`src/logic/lccd_pkg.sv`:
```
// package: constants of the lcd column command decoder
package lccd_pkg;
    // ****************
    // command fields
    // ****************
    localparam int CMD_W         = 8;
    localparam int CONT_BIT      = 7;
    localparam int SEL_BIT       = 6;
    localparam int KIND_BIT      = 5;
    localparam int GRP_BIT       = 4;
    localparam int TYPE_BIT      = 4;
    localparam int STAT_HI       = 3;
    localparam int STAT_LO       = 2;
    localparam int ORDER_HI      = 3;
    localparam int ORDER_LO      = 2;
    localparam int COL_W         = 6;
    localparam int SUB_W         = 4;
    localparam int BANK_W        = 2;
    localparam int FLD_W         = 2;
    localparam logic [1:0] ORDER_BANKCMD = 2'h3;
    // ****************
    // bus protocol
    // ****************
    localparam logic [5:0] SLAVE_ADDR_HI = 6'h1E;
    localparam logic [3:0] BIT_LAST      = 4'h8;
    localparam logic [3:0] BIT_ZERO      = 4'h0;
    localparam logic [3:0] BIT_ONE       = 4'h1;
    // ****************
    // reset values and fifo depth
    // ****************
    localparam logic [1:0] MUX_RST       = 2'h0;
    localparam logic [1:0] STATUS_BLANK  = 2'h0;
    localparam logic [1:0] FLD_RST       = 2'h0;
    localparam logic [3:0] SUB_RST       = 4'h0;
    localparam logic [5:0] COL_RST       = 6'h00;
    localparam logic [7:0] BYTE_RST      = 8'h00;
    localparam int FIFO_DEPTH    = 4;
    // ****************
    // types
    // ****************
    typedef enum logic [2:0] {
        LCCD_IDLE, LCCD_RX, LCCD_ACK, LCCD_TX, LCCD_RACK
    } lccd_state_t;
    typedef enum logic [1:0] {
        LCCD_K_ADDR, LCCD_K_CMD, LCCD_K_DATA
    } lccd_kind_t;
endpackage : lccd_pkg

```
`src/logic/lccd_decoder.sv`:
```
// design: two-wire slave front end and command decoder with data fifo
`timescale 1ns/10ps
// Overview of operation
// - bits 6:5 = 10 is mode command
// - mux field 01/10/11/00 = 8/16/24/32 rows
// - bits 3:2 of mode give display status
// - bit 4 of mode picks system type
// - bits 6:2 all ones set start bank
// - bits 6:4 = 110 load subaddress counter
// - bits 3:2 of access give access order
// - access order 11 means start bank
// - access low bits load bank selection
// - bit 6 clear loads column pointer
// - sda stable while scl high
// - detect start and stop conditions
// - acknowledge matching address, every command byte and each stored data byte
// - ack held low through clock high
// - release sda after master nack
// - unlimited bytes between start and stop; a data byte that meets a full fifo is not acknowledged
// - msb flags further command bytes
// - commands only in write transfers
// - data only when subaddress matches

// ****************
// fifo
// ****************
module lccd_fifo #(
    parameter int WIDTH = 8,
    parameter int DEPTH = 4
) (
    // clock and reset
    input  wire logic             sys_clk,
    input  wire logic             rst,
    // fill side
    input  wire logic [WIDTH-1:0] in_data,
    input  wire logic             in_valid,
    output logic                  in_ready,
    // drain side
    output logic [WIDTH-1:0]      out_data,
    output logic                  out_valid,
    input  wire logic             out_ready
);
    localparam int AW = $clog2(DEPTH);
    typedef struct packed {
        logic [DEPTH-1:0][WIDTH-1:0] mem;
        logic [AW-1:0]               wp;
        logic [AW-1:0]               rp;
        logic [AW:0]                 cnt;
    } lccd_fifo_st_t;
    lccd_fifo_st_t r;
    lccd_fifo_st_t next_r;
    logic          push;
    logic          pop;

    assign in_ready  = (r.cnt != (AW+1)'(DEPTH));
    assign out_valid = (r.cnt != '0);
    assign out_data  = r.mem[r.rp];
    assign push      = in_valid & in_ready;
    assign pop       = out_valid & out_ready;

    always_comb begin
        next_r = r;
        if (push) begin
            next_r.mem[r.wp] = in_data;
            next_r.wp        = (r.wp == AW'(DEPTH - 1)) ? '0 : r.wp + 1'b1;
        end
        if (pop) begin
            next_r.rp = (r.rp == AW'(DEPTH - 1)) ? '0 : r.rp + 1'b1;
        end
        next_r.cnt = r.cnt + (AW+1)'(push) - (AW+1)'(pop);
    end

    always_ff @(posedge sys_clk) begin
        if (rst) begin
            r <= '0;
        end else begin
            r <= next_r;
        end
    end
endmodule : lccd_fifo

// ****************
// decoder top
// ****************
module lccd_decoder
    import lccd_pkg::*;
#(
    parameter int DEPTH = lccd_pkg::FIFO_DEPTH
) (
    // clock and reset
    input  wire logic                     sys_clk,
    input  wire logic                     rst,
    // two-wire bus pins
    input  wire logic                     scl_in,
    input  wire logic                     sda_in,
    output logic                          sda_out,
    output logic                          sda_oe,
    // straps
    input  wire logic                     addr_lsb,
    input  wire logic [lccd_pkg::SUB_W-1:0] hw_subaddr,
    // command fields
    output logic [lccd_pkg::FLD_W-1:0]    mux_rate,
    output logic [lccd_pkg::FLD_W-1:0]    disp_status,
    output logic                          sys_type,
    output logic [lccd_pkg::BANK_W-1:0]   top_bank,
    output logic [lccd_pkg::SUB_W-1:0]    sub_count,
    output logic [lccd_pkg::FLD_W-1:0]    access_order,
    output logic [lccd_pkg::BANK_W-1:0]   bank_sel,
    output logic [lccd_pkg::COL_W-1:0]    column_ptr,
    // written display data
    output logic [lccd_pkg::CMD_W-1:0]    wr_data,
    output logic                          wr_valid,
    input  wire logic                     wr_ready,
    // read display data
    input  wire logic [lccd_pkg::CMD_W-1:0] rd_data,
    output logic                          rd_strobe
);
    import lccd_pkg::*;

    typedef struct packed {
        logic [2:0]        scl_s;
        logic [2:0]        sda_s;
        lccd_state_t       st;
        lccd_kind_t        kind;
        logic              reading;
        logic [3:0]        bits;
        logic [CMD_W-1:0]  sh;
        logic              drive_low;
        logic              push;
        logic              rd_strobe;
        logic [FLD_W-1:0]  mux_rate;
        logic [FLD_W-1:0]  disp_status;
        logic              sys_type;
        logic [BANK_W-1:0] top_bank;
        logic [SUB_W-1:0]  sub_count;
        logic [FLD_W-1:0]  access_order;
        logic [BANK_W-1:0] bank_sel;
        logic [COL_W-1:0]  column_ptr;
    } lccd_st_t;

    lccd_st_t r;
    lccd_st_t next_r;
    logic     scl_rise;
    logic     scl_fall;
    logic     start_cond;
    logic     stop_cond;
    logic     fifo_ready;
    logic     sub_match;
    logic [CMD_W-1:0] rx_byte;

    // stage 0 feeds only stage 1; edges look at stages 1 and 2
    assign scl_rise   = r.scl_s[1] & ~r.scl_s[2];
    assign scl_fall   = ~r.scl_s[1] & r.scl_s[2];
    assign start_cond = r.scl_s[1] & r.scl_s[2]
                      & ~r.sda_s[1] & r.sda_s[2];
    assign stop_cond  = r.scl_s[1] & r.scl_s[2]
                      & r.sda_s[1] & ~r.sda_s[2];
    assign sub_match  = (r.sub_count == hw_subaddr);
    assign rx_byte    = r.sh;

    always_comb begin
        next_r           = r;
        next_r.scl_s     = {r.scl_s[1:0], scl_in};
        next_r.sda_s     = {r.sda_s[1:0], sda_in};
        next_r.push      = 1'b0;
        next_r.rd_strobe = 1'b0;
        if (start_cond) begin
            // repeated start is accepted from any state
            next_r.st        = LCCD_RX;
            next_r.kind      = LCCD_K_ADDR;
            next_r.bits      = BIT_ZERO;
            next_r.drive_low = 1'b0;
        end else if (stop_cond) begin
            next_r.st        = LCCD_IDLE;
            next_r.drive_low = 1'b0;
        end else begin
            case (r.st)
                LCCD_RX: begin
                    if (scl_rise && r.bits != BIT_LAST) begin
                        next_r.sh   = {r.sh[CMD_W-2:0], r.sda_s[1]};
                        next_r.bits = r.bits + BIT_ONE;
                    end else if (scl_fall && r.bits == BIT_LAST) begin
                        next_r.st = LCCD_ACK;
                        case (r.kind)
                            LCCD_K_ADDR: begin
                                if (rx_byte[CMD_W-1:1]
                                        == {SLAVE_ADDR_HI, addr_lsb}) begin
                                    next_r.drive_low = 1'b1;
                                    next_r.reading   = rx_byte[0];
                                end else begin
                                    next_r.st = LCCD_IDLE;
                                end
                            end
                            LCCD_K_CMD: begin
                                next_r.drive_low = 1'b1;
                                if (!rx_byte[CONT_BIT]) begin
                                    next_r.kind = LCCD_K_DATA;
                                end
                                if (!rx_byte[SEL_BIT]) begin
                                    next_r.column_ptr =
                                        rx_byte[COL_W-1:0];
                                end else if (!rx_byte[KIND_BIT]) begin
                                    next_r.mux_rate    =
                                        rx_byte[FLD_W-1:0];
                                    next_r.disp_status =
                                        rx_byte[STAT_HI:STAT_LO];
                                    next_r.sys_type    =
                                        rx_byte[TYPE_BIT];
                                end else if (!rx_byte[GRP_BIT]) begin
                                    next_r.sub_count =
                                        rx_byte[SUB_W-1:0];
                                end else if (rx_byte[ORDER_HI:ORDER_LO]
                                        == ORDER_BANKCMD) begin
                                    next_r.top_bank =
                                        rx_byte[BANK_W-1:0];
                                end else begin
                                    next_r.access_order =
                                        rx_byte[ORDER_HI:ORDER_LO];
                                    next_r.bank_sel =
                                        rx_byte[BANK_W-1:0];
                                end
                            end
                            default: begin
                                // full fifo withholds the ack
                                if (sub_match && fifo_ready) begin
                                    next_r.drive_low = 1'b1;
                                    next_r.push      = 1'b1;
                                end else begin
                                    next_r.st = LCCD_IDLE;
                                end
                            end
                        endcase
                    end
                end
                LCCD_ACK: begin
                    if (scl_fall) begin
                        next_r.drive_low = 1'b0;
                        next_r.bits      = BIT_ZERO;
                        if (r.kind == LCCD_K_ADDR) begin
                            next_r.kind = LCCD_K_CMD;
                        end
                        if (r.kind == LCCD_K_ADDR && r.reading) begin
                            next_r.kind      = LCCD_K_DATA;
                            next_r.st        = LCCD_TX;
                            next_r.sh        = rd_data;
                            next_r.rd_strobe = 1'b1;
                            next_r.drive_low = ~rd_data[CMD_W-1]
                                             & sub_match;
                        end else begin
                            next_r.st = LCCD_RX;
                        end
                    end
                end
                LCCD_TX: begin
                    if (scl_fall) begin
                        next_r.bits = r.bits + BIT_ONE;
                        next_r.sh   = {r.sh[CMD_W-2:0], 1'b0};
                        if (r.bits == BIT_LAST - BIT_ONE) begin
                            next_r.drive_low = 1'b0;
                            next_r.st        = LCCD_RACK;
                        end else begin
                            next_r.drive_low = ~r.sh[CMD_W-2] & sub_match;
                        end
                    end
                end
                LCCD_RACK: begin
                    if (scl_rise && r.sda_s[1]) begin
                        next_r.st = LCCD_IDLE;
                    end else if (scl_fall) begin
                        next_r.st        = LCCD_TX;
                        next_r.bits      = BIT_ZERO;
                        next_r.sh        = rd_data;
                        next_r.rd_strobe = 1'b1;
                        next_r.drive_low = ~rd_data[CMD_W-1] & sub_match;
                    end
                end
                default: begin
                    next_r.drive_low = 1'b0;
                end
            endcase
        end
    end

    always_ff @(posedge sys_clk) begin
        if (rst) begin
            r              <= '0;
            // idle bus level, so no false start after reset
            r.scl_s        <= '1;
            r.sda_s        <= '1;
            r.st           <= LCCD_IDLE;
            r.kind         <= LCCD_K_ADDR;
            r.mux_rate     <= MUX_RST;
            r.disp_status  <= STATUS_BLANK;
            r.top_bank     <= FLD_RST;
            r.sub_count    <= SUB_RST;
            r.access_order <= FLD_RST;
            r.bank_sel     <= FLD_RST;
            r.column_ptr   <= COL_RST;
            r.sh           <= BYTE_RST;
        end else begin
            r <= next_r;
        end
    end

    lccd_fifo #(
        .WIDTH (CMD_W),
        .DEPTH (DEPTH)
    ) u_fifo (
        .sys_clk   (sys_clk),
        .rst       (rst),
        .in_data   (r.sh),
        .in_valid  (r.push),
        .in_ready  (fifo_ready),
        .out_data  (wr_data),
        .out_valid (wr_valid),
        .out_ready (wr_ready)
    );

    assign sda_out      = 1'b0;
    assign sda_oe       = r.drive_low;
    assign rd_strobe    = r.rd_strobe;
    assign mux_rate     = r.mux_rate;
    assign disp_status  = r.disp_status;
    assign sys_type     = r.sys_type;
    assign top_bank     = r.top_bank;
    assign sub_count    = r.sub_count;
    assign access_order = r.access_order;
    assign bank_sel     = r.bank_sel;
    assign column_ptr   = r.column_ptr;

    // ****************
    // checks
    // ****************
    a_stop_idle: assert property (@(posedge sys_clk) disable iff (rst)
        stop_cond |=> (r.st == LCCD_IDLE) && !sda_oe)
        else $error("stop did not release the bus");
    a_start_rx: assert property (@(posedge sys_clk) disable iff (rst)
        start_cond |=> (r.st == LCCD_RX) && (r.bits == BIT_ZERO))
        else $error("start did not open address byte");
    a_ack_hold: assert property (@(posedge sys_clk) disable iff (rst)
        (r.st == LCCD_ACK) && sda_oe && !scl_fall && !start_cond
            && !stop_cond |=> sda_oe)
        else $error("ack dropped before clock fall");
    a_col_load: assert property (@(posedge sys_clk) disable iff (rst)
        (r.st == LCCD_RX) && scl_fall && (r.bits == BIT_LAST)
            && (r.kind == LCCD_K_CMD) && !r.sh[SEL_BIT] && !stop_cond
            && !start_cond |=> column_ptr == $past(r.sh[COL_W-1:0]))
        else $error("column pointer not loaded");
    a_mode_load: assert property (@(posedge sys_clk) disable iff (rst)
        (r.st == LCCD_RX) && scl_fall && (r.bits == BIT_LAST)
            && (r.kind == LCCD_K_CMD) && (r.sh[6:5] == 2'h2)
            && !stop_cond && !start_cond
            |=> mux_rate == $past(r.sh[1:0])
            && disp_status == $past(r.sh[3:2]))
        else $error("mode fields not loaded");
    a_bank_cmd: assert property (@(posedge sys_clk) disable iff (rst)
        (r.st == LCCD_RX) && scl_fall && (r.bits == BIT_LAST)
            && (r.kind == LCCD_K_CMD) && (r.sh[6:2] == 5'h1F)
            && !stop_cond && !start_cond
            |=> $stable(access_order) && top_bank == $past(r.sh[1:0]))
        else $error("code 11 taken as access command");
    a_data_match: assert property (@(posedge sys_clk) disable iff (rst)
        r.push |-> sub_match)
        else $error("data stored without subaddress match");
    a_nack_release: assert property (@(posedge sys_clk)
        disable iff (rst)
        (r.st == LCCD_RACK) && scl_rise && r.sda_s[1] && !stop_cond
            && !start_cond |=> !sda_oe [*2])
        else $error("line held after master nack");
    a_reset_blank: assert property (@(posedge sys_clk)
        rst |=> disp_status == STATUS_BLANK && column_ptr == COL_RST)
        else $error("reset did not blank display");
endmodule : lccd_decoder

```
`config.mk`:
```
export PLATFORM = sky130hd
export DESIGN_NAME = lccd_decoder
export DESIGN_NICKNAME = d
export VERILOG_FILES = /design/src/logic/lccd_pkg.sv /design/src/logic/lccd_decoder.sv
export SDC_FILE = /design/constraint.sdc
export NUM_CORES = 1
export LEC_CHECK = 0
export BUFFER_PORTS_ARGS = -buffer_cell sky130_fd_sc_hd__buf_2
export CORE_MARGIN = 4
export CORE_UTILIZATION = 30
export CTS_CLUSTER_DIAMETER = 200
export DETAILED_ROUTE_END_ITERATION = 7
export HOLD_SLACK_MARGIN = 0.05
export PLACE_DENSITY = 0.51
export SETUP_SLACK_MARGIN = 0.15
export SKIP_CTS_REPAIR_TIMING = 1
export SLEW_MARGIN = 20
export SYNTH_ARGS = -nofsm -noshare
export SYNTH_HDL_FRONTEND = slang
export SYNTH_SLANG_ARGS = --single-unit
export TNS_END_PERCENT = 10
```
`constraint.sdc`:
```
create_clock -name sys_clk -period 3.9 [get_ports sys_clk]
set_input_delay 0.195 -clock sys_clk [delete_from_list [all_inputs] [get_ports sys_clk]]
set_output_delay 0.195 -clock sys_clk [all_outputs]
set_load 0.01 [all_outputs]
```
==> results.yml <==
status:
  status: "finished clean"
logic_synthesis:
  synth_cells: 488
  syn_nets: 516
  synth_edf_count: 0
  synth_area_um2: 4240
  syn_area_per_cell_um2: 8.68
  ys.flop_type: "dfxtp_1"
  netlist-cell-type-count: 60
  ys_seq_area_share_pct: 41.1
  yosysWarningCount: 0
  synth-seq-cells: 87
  synth-async-reset-ratio_pct: 0
global_routing:
  grt_antenna_before_repair: 0
  met2_usage_pct: 21.4
  use_met3_pct: 2.40
  grt.overflow.total: 0
  grt_pass1_vias: 3367
  grt_pass1_wl_mm: 17.7
  grt_max_degree: 68
  grt_use_met1_pct: 19.0
  grt_usage_pct: 13.8
  grt-busiest-layer: "met2"
critical_path:
  crit_arrival_ns: 3.38
  crit_chain: "or3b_2, nand2_1, clkinv_1, ha_1, fa_1, xnor2_1, xnor2_1, nor2_1"
  endpoint: "u_fifo.r[2]"
  cpMostUsedCell: "xnor2_1"
  regToRegSetupSlack_ns: 0.73
  crit_path_end_kind: "register"
  r2r_start: "u_fifo.r[2]"
  slowest_stage: "clkinv_1"
  critPathMaxStageDelay_ns: 0.74
  cp.required_ns: 4.11
  timing.rr.end: "u_fifo.r[2]"
  worst_setup_path_start_kind: "register"
  cp-startpoint: "u_fifo.r[2]"
  crit_type: "register to register"
  crit_fanout: 38
  r2r_cells: 8
timing:
  final_max_slew_viol_count: 0
  setup_slack_ns: 0.728
  tightest_slew_ns: 0.934
  fin_worst_skew_ns: 0.00963
  final-hold-violation-count: 0
  min_period_over_period_pct: 81.3
  fin_crit_ns: 3.17
  setup_viol: 0
  relSlewSlack_pct: 37.3
  max_freq_mhz: 315
  tns_ns: 0
  rsz0062_at_grt: "false"
final_layout:
  nNetsFinal: 524
  finish.instance_area_um2: 4760
  final_cell_mix: "87 x dfxtp_1, 49 x buf_2, 47 x a21oi_1, 46 x nand2_1, 45 x nor2_1"
  final_cells: 681
  layout_commonest_cell: "dfxtp_1"
  syn_to_final_growth_pct: 12.4
  num_antenna_cells: 0
  fillers: 1487
  layout-drive-gt1-share_pct: 18.2
placement:
  pre_cts_slack_ns: 1.17
  hpwl_mm: 7.41
  place_congestion: 0.904
  io_buffers: 49
  place_area_um2: 4420
  numPlacedInstances: 664
cts:
  cts.sinks: 87
  cts_tree: "built"
  cts_buffers: 9
  htree_num_levels: 3
  cts_buffer_depth: 2
  cts-root-buf: "clkbuf_16"
  clkTransAtPathRegs_ns: 0.07
  clk_latency_ns: 0.34
pwr:
  powerDensity_nw_per_um2: 440
  total_power_w: 0.00209
  ir_worst_vdd_v: 0.000195
  power_leakage_nw: 1.84
floorplan:
  coreArea_um2: 13900
  fp.dieArea_um2: 16100
  rows: 43
  fp.dieW_um: 127
  ios: 51
  initial_utilization_pct: 30.5
  die_y_um: 127
run:
  drv_cap: 0
drt:
  wl_mm: 10.9
  wl_per_cell_um: 16.0
  vias_per_cell: 5.05
  drt_iter0_drc: 298
  drtPass1Iterations: 5
  num_vias: 3441
  drtAntennaViolNets: 0
  drc: 0
hold_path:
  min_path_type: "primary input to register"
[per-stage QoR]
stage | hold WS [ns] | util (%)
global placement | 0.377 | 31.9
detailed placement | 0.381 | 31.9
CTS | 0.0264 | 34.2
floorplan | 0.299 | -
finish | 0.0507 | 34.3
global route | 0.0626 | 34.3
[cell usage after synthesis, types with 5 or more instances]
cell,number,share of area (%)
nand2_1,46,4.1
a21oi_1,47,5.6
xor2_1,5,1.0
buf_1,7,0.62
nand2b_1,5,0.74
nor2_1,45,4.0
or2_2,7,1.0
ha_1,9,2.7
buf_4,23,4.1
a221oi_1,8,1.7
o21ai_0,14,1.7
mux2i_1,22,5.2
nor2b_1,6,0.89
inv_1,15,1.3
nand3_1,39,4.6
mux4_2,8,4.3
dfxtp_1,87,41
clkbuf_1,22,1.9
[metal layers]
layer	wire length [um]	up-vias
met3	373	10
met4	125	0
met5	0	-
met2	5000	72
li1	-	1696
met1	5370	1663
[worst max-delay path, delay by kind of cell (launching register included)]
kind,cells,cell delay (ns)
adder cells (fa/ha/maj),2,0.97
buffers and inverters,1,0.74
AND/OR/NAND/NOR,3,0.64
flip-flops,1,0.35
XOR/XNOR,2,0.34
[state kept, by name (all words and copies together), names as in the netlist, 4 cells and up]
signal	count
r	13
next_r	4
rx_byte	8
u_fifo.r	39
column_ptr	6
sub_count	4
[power by group]
group          leakage (nW)  internal [W]  switching (W)
Combinational         0.982     0.0000955      0.0000936
Sequential            0.703      0.000911      0.0000469
Clock                 0.159      0.000570       0.000378
[how the worst min path moves through the flow]
stage	slack, ns	start	endpoint	cells after the start
global route	0.06	scl_in	next_r[46]	2
floorplan	0.30	sda_in	next_r[43]	1
finish	0.05	scl_in	next_r[46]	2
CTS	0.03	sda_in	next_r[43]	2
detailed placement	0.38	sda_in	next_r[43]	2
global placement	0.38	sda_in	next_r[43]	2
[cell type report]
| type | instances | area (um2) | area share, % |
|---|---|---|---|
| Multi-Input combinational cell | 332 | 2150 | 45.1 |
| Inverter | 15 | 56.3 | 1.18 |
| Sequential cell | 87 | 1740 | 36.6 |
| Tap cell | 180 | 225 | 4.73 |
| Timing Repair Buffer | 51 | 263 | 5.52 |
| Clock buffer | 9 | 225 | 4.73 |
| Clock inverter | 7 | 104 | 2.18 |
[cell families (layout without fill, tap and decap cells)]
| kind of cell | after synthesis | in the layout | synth area share, % |
|---|---|---|---|
| xor+xnor | 8 | 8 | 1.65 |
| fa+ha+maj | 10 | 10 | 3.13 |
| flops | 87 | 87 | 41.1 |
| other cells | 1 | 1 | 0.0885 |
| buf+inv | 69 | 82 | 8.21 |
| mux | 30 | 30 | 9.45 |
| simple gates | 189 | 189 | 22.7 |
| compound gates | 94 | 94 | 13.7 |
Power figures use the tool's default switching activity.
